`src/rtl/asr_regs.svh`:
```
// Register offsets, reset values, field positions and mux codes of the status and input mux registers
`ifndef ASR_REGS_SVH
`define ASR_REGS_SVH

// Address width of the command port, wide enough for the whole 18-register map
`define ASR_ADDR_W          5
`define ASR_DATA_W          8

// Register offsets
`define ASR_ADDR_STATUS     5'h01
`define ASR_ADDR_INMUX      5'h02

// Reset values
`define ASR_STATUS_RST      8'h80
`define ASR_INMUX_RST       8'h01
`define ASR_POS_SEL_RST     4'h0
`define ASR_NEG_SEL_RST     4'h1

// Status field positions
`define ASR_BIT_POWER_ON    7
`define ASR_BIT_NOT_READY   6
`define ASR_BIT_POS_UPPER   5
`define ASR_BIT_POS_LOWER   4
`define ASR_BIT_NEG_UPPER   3
`define ASR_BIT_NEG_LOWER   2
`define ASR_BIT_REF_THIRD   1
`define ASR_BIT_REF_LOW     0

// Input mux field positions
`define ASR_POS_MSB         7
`define ASR_POS_LSB         4
`define ASR_NEG_MSB         3
`define ASR_NEG_LSB         0

// Input mux codes
`define ASR_CODE_LAST_SHORT 4'h5
`define ASR_CODE_LAST_LONG  4'hB
`define ASR_CODE_COMMON     4'hC

// Channel counts of the two variants
`define ASR_CHANNELS_SHORT  6
`define ASR_CHANNELS_LONG   12

`endif

```
`src/rtl/asr_pkg.sv`:
```
// Types shared by the status and input mux register block
package asr_pkg;

  // One register command from the serial command decoder
  typedef struct packed {
    logic       valid;
    logic       write;
    logic [4:0] addr;
    logic [7:0] wdata;
  } asr_cmd_t;

  // Status register image, bit 7 first
  typedef struct packed {
    logic power_on_flag;
    logic not_ready;
    logic pos_out_near_upper_rail;
    logic pos_out_near_lower_rail;
    logic neg_out_near_upper_rail;
    logic neg_out_near_lower_rail;
    logic ref_below_third_supply;
    logic ref_below_low_threshold;
  } asr_status_t;

  // Input mux register image
  typedef struct packed {
    logic [3:0] positive_input_select;
    logic [3:0] negative_input_select;
  } asr_inmux_t;

  // Analog monitor levels, raw from the comparators
  typedef struct packed {
    logic startup_busy;
    logic pos_upper;
    logic pos_lower;
    logic neg_upper;
    logic neg_lower;
    logic ref_third;
    logic ref_low;
  } asr_monitor_t;

endpackage

```
`src/rtl/asr_pin_sync.sv`:
```
// Three-stage synchroniser whose output follows only when the last two stages agree
`timescale 1ns/100ps
module asr_pin_sync #(
  parameter int WIDTH = 7
) (
  input  wire logic             clk,
  input  wire logic             rst,
  input  wire logic [WIDTH-1:0] async_in,
  output logic      [WIDTH-1:0] sync_out
);

  logic [WIDTH-1:0] stage1;
  logic [WIDTH-1:0] stage2;
  logic [WIDTH-1:0] stage3;
  logic [WIDTH-1:0] next_sync_out;

  initial begin
    if (WIDTH < 1) begin
      $error("asr_pin_sync: WIDTH must be at least 1");
    end
  end

  // Stage 1 is read by stage 2 only; the filter looks at stages 2 and 3
  always_comb begin
    for (int i = 0; i < WIDTH; i++) begin
      next_sync_out[i] = (stage2[i] == stage3[i]) ? stage3[i] : sync_out[i];
    end
  end

  // Chain and filtered output
  always_ff @(posedge clk) begin
    if (rst) begin
      stage1   <= '0;
      stage2   <= '0;
      stage3   <= '0;
      sync_out <= '0;
    end else begin
      stage1   <= async_in;
      stage2   <= stage1;
      stage3   <= stage2;
      sync_out <= next_sync_out;
    end
  end

endmodule // asr_pin_sync

```
`src/rtl/asr_code_check.sv`:
```
// Checks one input mux code against the channel count of the variant
`timescale 1ns/100ps
`include "asr_regs.svh"
module asr_code_check #(
  parameter int CHANNELS = 12
) (
  input  wire logic [3:0] code,
  output logic            code_ok
);

  localparam logic [3:0] LAST_AIN = (CHANNELS == `ASR_CHANNELS_SHORT) ? `ASR_CODE_LAST_SHORT : `ASR_CODE_LAST_LONG;

  initial begin
    if (CHANNELS != `ASR_CHANNELS_SHORT && CHANNELS != `ASR_CHANNELS_LONG) begin
      $error("asr_code_check: CHANNELS must be 6 or 12");
    end
  end

  // Reserved codes above the common input are never valid
  always_comb begin
    code_ok = (code <= LAST_AIN) || (code == `ASR_CODE_COMMON);
  end

endmodule // asr_code_check

```
`src/rtl/asr_status_mux_regs.sv`:
```
// Status and input mux registers of the converter, reached by register read and write commands
//
// Operation
// - Power-on flag sets at every reset and clears only when host writes zero.
// - Bit 6 reads one while device still starts up, zero once ready.
// - Bits 5 and 4 flag positive amplifier output near upper or lower rail.
// - Bits 3 and 2 flag negative amplifier output near upper or lower rail.
// - Rail flags update only while the rail monitor enable is set.
// - Bit 1 flags reference below one third of the analog supply span.
// - Bit 0 flags reference below the low threshold, missing or floating.
// - Reference flags are driven only while the reference monitor enable allows.
// - Upper nibble selects positive input; twelve inputs, common, reserved; resets to zero.
// - Lower nibble selects negative input with same codes; resets to input one.
// - Codes for inputs six to eleven are only valid on twelve-channel parts.
// - Registers are read and written by register read and write commands.
`timescale 1ns/100ps
`include "asr_regs.svh"
module asr_status_mux_regs #(
  parameter int CHANNELS = 12
) (
  input  wire logic                 SYS_CLK,
  input  wire logic                 RST,
  input  wire asr_pkg::asr_cmd_t    CMD,
  input  wire asr_pkg::asr_monitor_t MON,
  input  wire logic                 RAIL_MONITOR_ENABLE,
  input  wire logic [1:0]           REF_MONITOR_ENABLE,
  output logic                      RSP_VALID,
  output logic                      RSP_HIT,
  output logic [7:0]                RSP_DATA,
  output logic [3:0]                POSITIVE_INPUT_SELECT,
  output logic [3:0]                NEGATIVE_INPUT_SELECT,
  output logic                      INPUT_CODE_FAULT
);
  import asr_pkg::*;

  // Register images
  asr_status_t  status;
  asr_status_t  next_status;
  asr_inmux_t   inmux;
  asr_inmux_t   next_inmux;

  // Read response
  logic         next_rsp_valid;
  logic         next_rsp_hit;
  logic [7:0]   next_rsp_data;

  // Mux outputs toward the analog switch matrix
  logic [3:0]   next_pos_sel;
  logic [3:0]   next_neg_sel;
  logic         next_code_fault;

  // Synchronised monitor levels
  asr_monitor_t mon_sync;
  logic         pos_code_ok;
  logic         neg_code_ok;

  // Decoded command strobes
  logic         wr_status;
  logic         wr_inmux;
  logic         rd_any;
  logic         ref_enabled;

  initial begin
    if (CHANNELS != `ASR_CHANNELS_SHORT && CHANNELS != `ASR_CHANNELS_LONG) begin
      $error("asr_status_mux_regs: CHANNELS must be 6 or 12");
    end
  end

  // Address decode of one command word
  function automatic logic addr_is(input logic [4:0] addr, input logic [4:0] target);
    addr_is = (addr == target);
  endfunction

  // Comparator levels come from the analog side and cross into this clock here
  asr_pin_sync #(
    .WIDTH    (7)
  ) u_mon_sync (
    .clk      (SYS_CLK),
    .rst      (RST),
    .async_in (MON),
    .sync_out (mon_sync)
  );

  // Validity of each selector against the variant
  asr_code_check #(
    .CHANNELS (CHANNELS)
  ) u_pos_check (
    .code     (inmux.positive_input_select),
    .code_ok  (pos_code_ok)
  );

  asr_code_check #(
    .CHANNELS (CHANNELS)
  ) u_neg_check (
    .code     (inmux.negative_input_select),
    .code_ok  (neg_code_ok)
  );

  // Command strobes; a command to another address is left to the other register blocks
  always_comb begin
    wr_status   = CMD.valid && CMD.write && addr_is(CMD.addr, `ASR_ADDR_STATUS);
    wr_inmux    = CMD.valid && CMD.write && addr_is(CMD.addr, `ASR_ADDR_INMUX);
    rd_any      = CMD.valid && !CMD.write;
    ref_enabled = (REF_MONITOR_ENABLE != 2'h0);
  end

  // Status next values
  always_comb begin
    next_status = status;
    // Only a written zero clears the flag; a written one leaves it as it is
    if (wr_status && !CMD.wdata[`ASR_BIT_POWER_ON]) begin
      next_status.power_on_flag = 1'b0;
    end
    // Live startup indication, never stored from a write
    next_status.not_ready = mon_sync.startup_busy;
    // Rail flags freeze while the monitor is off, so the last reading survives
    if (RAIL_MONITOR_ENABLE) begin
      next_status.pos_out_near_upper_rail = mon_sync.pos_upper;
      next_status.pos_out_near_lower_rail = mon_sync.pos_lower;
      next_status.neg_out_near_upper_rail = mon_sync.neg_upper;
      next_status.neg_out_near_lower_rail = mon_sync.neg_lower;
    end
    // Reference flags read zero while disabled, a dead reference is then not reported
    next_status.ref_below_third_supply  = ref_enabled && mon_sync.ref_third;
    next_status.ref_below_low_threshold = ref_enabled && mon_sync.ref_low;
  end

  // Status register; reset stands for power-on, so the flag comes up set
  always_ff @(posedge SYS_CLK) begin
    if (RST) begin
      status <= asr_status_t'(`ASR_STATUS_RST);
    end else begin
      status <= next_status;
    end
  end

  // Input mux next values; reserved codes are stored as written and handled only at the selector outputs
  always_comb begin
    next_inmux = inmux;
    if (wr_inmux) begin
      next_inmux.positive_input_select = CMD.wdata[`ASR_POS_MSB:`ASR_POS_LSB];
      next_inmux.negative_input_select = CMD.wdata[`ASR_NEG_MSB:`ASR_NEG_LSB];
    end
  end

  // Input mux register
  always_ff @(posedge SYS_CLK) begin
    if (RST) begin
      inmux <= asr_inmux_t'(`ASR_INMUX_RST);
    end else begin
      inmux <= next_inmux;
    end
  end

  // Selector outputs; an invalid code parks the switch on the common input
  always_comb begin
    next_code_fault = !(pos_code_ok && neg_code_ok);
    next_pos_sel    = pos_code_ok ? inmux.positive_input_select : `ASR_CODE_COMMON;
    next_neg_sel    = neg_code_ok ? inmux.negative_input_select : `ASR_CODE_COMMON;
  end

  // Selector output registers
  always_ff @(posedge SYS_CLK) begin
    if (RST) begin
      POSITIVE_INPUT_SELECT <= `ASR_POS_SEL_RST;
      NEGATIVE_INPUT_SELECT <= `ASR_NEG_SEL_RST;
      INPUT_CODE_FAULT      <= 1'b0;
    end else begin
      POSITIVE_INPUT_SELECT <= next_pos_sel;
      NEGATIVE_INPUT_SELECT <= next_neg_sel;
      INPUT_CODE_FAULT      <= next_code_fault;
    end
  end

  // Read answer; data holds until the next read so a slow shifter can take it late
  always_comb begin
    next_rsp_valid = rd_any;
    next_rsp_hit   = RSP_HIT;
    next_rsp_data  = RSP_DATA;
    if (rd_any) begin
      if (addr_is(CMD.addr, `ASR_ADDR_STATUS)) begin
        next_rsp_hit  = 1'b1;
        next_rsp_data = status;
      end else if (addr_is(CMD.addr, `ASR_ADDR_INMUX)) begin
        next_rsp_hit  = 1'b1;
        next_rsp_data = inmux;
      end else begin
        next_rsp_hit  = 1'b0;
        next_rsp_data = 8'h00;
      end
    end
  end

  // Read answer registers
  always_ff @(posedge SYS_CLK) begin
    if (RST) begin
      RSP_VALID <= 1'b0;
      RSP_HIT   <= 1'b0;
      RSP_DATA  <= 8'h00;
    end else begin
      RSP_VALID <= next_rsp_valid;
      RSP_HIT   <= next_rsp_hit;
      RSP_DATA  <= next_rsp_data;
    end
  end

endmodule // asr_status_mux_regs

```
`config.mk`:
```
export PLATFORM = sky130hd
export DESIGN_NAME = asr_status_mux_regs
export DESIGN_NICKNAME = d
export VERILOG_FILES = /design/src/rtl/asr_pkg.sv /design/src/rtl/asr_pin_sync.sv /design/src/rtl/asr_code_check.sv /design/src/rtl/asr_status_mux_regs.sv
export VERILOG_INCLUDE_DIRS = /design/src /design/src/rtl
export SDC_FILE = /design/constraint.sdc
export NUM_CORES = 1
export LEC_CHECK = 0
export BUFFER_PORTS_ARGS = -buffer_cell sky130_fd_sc_hd__buf_2
export CORE_ASPECT_RATIO = 1.75
export CORE_MARGIN = 2
export CORE_UTILIZATION = 52
export DETAILED_ROUTE_END_ITERATION = 16
export GPL_ROUTABILITY_DRIVEN = 0
export GPL_TIMING_DRIVEN = 0
export HOLD_SLACK_MARGIN = 0.1
export PLACE_DENSITY = 0.84
export SKIP_LAST_GASP = 1
export SLEW_MARGIN = 40
export SYNTH_ARGS = -nofsm -noshare
export SYNTH_HDL_FRONTEND = slang
export SYNTH_SLANG_ARGS = --single-unit
```
`constraint.sdc`:
```
create_clock -name SYS_CLK -period 1.2 [get_ports SYS_CLK]
set_input_delay 0.24 -clock SYS_CLK [delete_from_list [all_inputs] [get_ports SYS_CLK]]
set_output_delay 0.24 -clock SYS_CLK [all_outputs]
set_load 0.005 [all_outputs]
```
==> qor.yml <==
drt-initial-drc-count: 38
dr_total_vias: 1755
initial_core_util: 0.5478
coreArea_um2: 3904
outcome: "completed"
ys_warn_count: 0
p_leak_nw: 1.056
max_freq_ghz: 0.9533
slew_viol_final: 0
slew_headroom: 0.6440
grt_overflow_total: 0
crit_fanout: 10
root_buffer: "clkbuf_8"
hold_slack_ps: 119.9
cts_buffers: 9
path_common_cell: "buf_2"
final_area_um2: 2623
avgSynthCellArea_um2: 9.809
path_cells: "buf_2 > nor3_4 > buf_2 > nand3_1 > a21o_1"
criticalPathCategory: "primary input to flip-flop"
multi_input_area_um2: 797.0
syn_inst: 218
n_antenna_cell: 0
antenna_found_initial: 0
grt_max_degree: 11
die_area_um2: 4661
layout_min_cycle_time_ps: 1049
viasPerCell: 5.400
post_synth_main_area_contributors: "dfxtp_1 (59%), nor2b_1 (8.5%), nand3_1 (5.9%)"
setup_tns_ps: 0
ir_drop_mv: 1.441
worstSkewPairLatency_ps: 330
cpPeakStageDelay_ps: 350
grt_pass1_wl_um: 7134
cts.sinks: 63
rsz0062_at_grt: "no"
yosysTopAreaCell: "dfxtp_1"
wl_um: 4336
grt_pass1_vias: 1701
hpwl_um: 3107
synth_cell_types: 24
cts_tree: "yes"
synth.most_common_cell: "dfxtp_1"
finalSetupViolations: 0
max_cap_viol_count: 0
skew_ps: 5.276
wl_met1_um: 1630
fin_nets: 299
tightest_slew_ps: 534.0
yosysSeqAreaShare: 0.5898
endpoint_kind: "flip-flop"
port_buffers: 43
hp-class: "primary input to flip-flop"
ys_seq_elements: 63
n_fill_cell: 336
drc: 0
hold_violations: 0
cts_hold_buffers: 0
drive_gt1_frac: 0.2310
drt_first_pass_iters: 4
async_reset_ff_frac: 0
syn_nets: 245
routedWlPerCell_um: 13.34
fin_crit_sh: 0.8742
synth_area_um2: 2138
area_growth_pct: 22.65
die_w_um: 52.48
cellPowerDensity_nw_per_um2: 1616
std_cell_rows: 30
cpMaxStageDelayCell: "nor3_4"
topRoutingLayerUsed: "met4"
clk_pin_slew_ps: 70
route.met2.wl_um: 2269
place_inst: 309
layout.area.seq_um2: 1261
ioPinCount: 46
detail-route-antenna-nets: 0
die_y_um: 88.83
layoutNonFillerInstCount: 325
synth_commonest_cells: "dfxtp_1 (63), nor2b_1 (29), nand3_1 (25)"
clockBufferDepth: 2
htreeDepth: 3
crit_arrival_ps: 1280
grtUsageTotal: 0.2124
cts_resized: 0
place_area_um2: 2414
synth_edf_count: 0
synth-main-ff-cell: "dfxtp_1"
cp.required_ps: 1430
synthDominantCellAreaShare: 0.5898
worstSetupStartpointType: "primary input"
postCtsSetupBuffers: 0
wl_met3_um: 298
-- cells by family after synthesis --
| logic type | synth area share |
|---|---|
| compound gates | 0.1264 |
| buf+inv | 0.03745 |
| flops | 0.5898 |
| mux | 0.01873 |
| simple gates | 0.2276 |
-- metal layers --
layer,global-route usage,vias up
met5,0,-
met4,0.1259,0
met3,0.07770,15
met2,0.3670,77
met1,0.2109,803
li1,-,860
-- sequential cells by signal, indices dropped and copies added (netlist names) --
register and cells:
RSP_DATA 8, RSP_VALID 1, u_mon_sync.stage1 7, INPUT_CODE_FAULT 1, POSITIVE_INPUT_SELECT 4, u_mon_sync.sync_out 7
NEGATIVE_INPUT_SELECT 4, inmux 8, RSP_HIT 1, u_mon_sync.stage2 7, status 8, u_mon_sync.stage3 7
-- final timing paths --
path,start,endpoint,slack (ps),cells past startpoint
worst max register to register,inmux[3],RSP_DATA[3],300,2
worst max-delay path,CMD[12],status[7],150,5
worst min-delay path,MON[0],u_mon_sync.stage1[0],120,2
worst min register to register,u_mon_sync.stage1[2],u_mon_sync.stage2[2],430,1
-- cells in the final DEF, fill, tap and decap left out --
master,Yosys,layout
o21ai_0,15,15
clkbuf_1,11,12
o211ai_1,3,3
a311oi_1,8,8
clkbuf_8,0,12
nor3_4,1,1
and4b_1,1,1
nand4b_1,1,1
inv_1,2,2
o21bai_1,1,1
nand3_1,25,25
bufinv_16,0,1
buf_6,1,1
nand3b_1,1,1
nand2_1,9,9
clkinv_2,0,2
clkbuf_2,1,1
a21o_1,2,2
nor2_1,15,15
buf_2,3,46
dfxtp_1,63,63
nand2b_1,1,1
mux2i_1,4,4
and3b_1,4,4
a21oi_1,16,16
nor2b_1,29,29
or3_1,1,1
-- power by group --
part	switching [mW]	internal, mW
registers	0.0194	2.14
logic	0.124	0.0950
clock network	0.737	1.12
-- worst max-delay path, delay by kind of cell --
kind	cells	cell delay, ps
AO/OA/AOI/OAI	1	190
AND/OR/NAND/NOR	2	440
buffers and inverters	2	400
-- cell type report --
type                    instances  area share
well taps                      48     0.02290
plain buffers                  16     0.02767
clock inverters                 3     0.01527
inverters                       2    0.002863
repair buffers                 43     0.08206
multi-input cells             137      0.3039
clock buffers                  13     0.06441
flip-flops and latches         63      0.4809
-- per-stage QoR --
step	total power, mW	utilization	setup WS [ps]
2_1_floorplan	2.323	-	82.20
3_3_place_gp	2.416	0.6183	-161.4
3_5_place_dp	2.424	0.6183	-186.6
4_1_cts	4.266	0.6718	152.1
5_1_grt	4.396	0.6718	49.14
6_report	4.237	0.6718	151.0
Power figures use the tool's default switching activity.
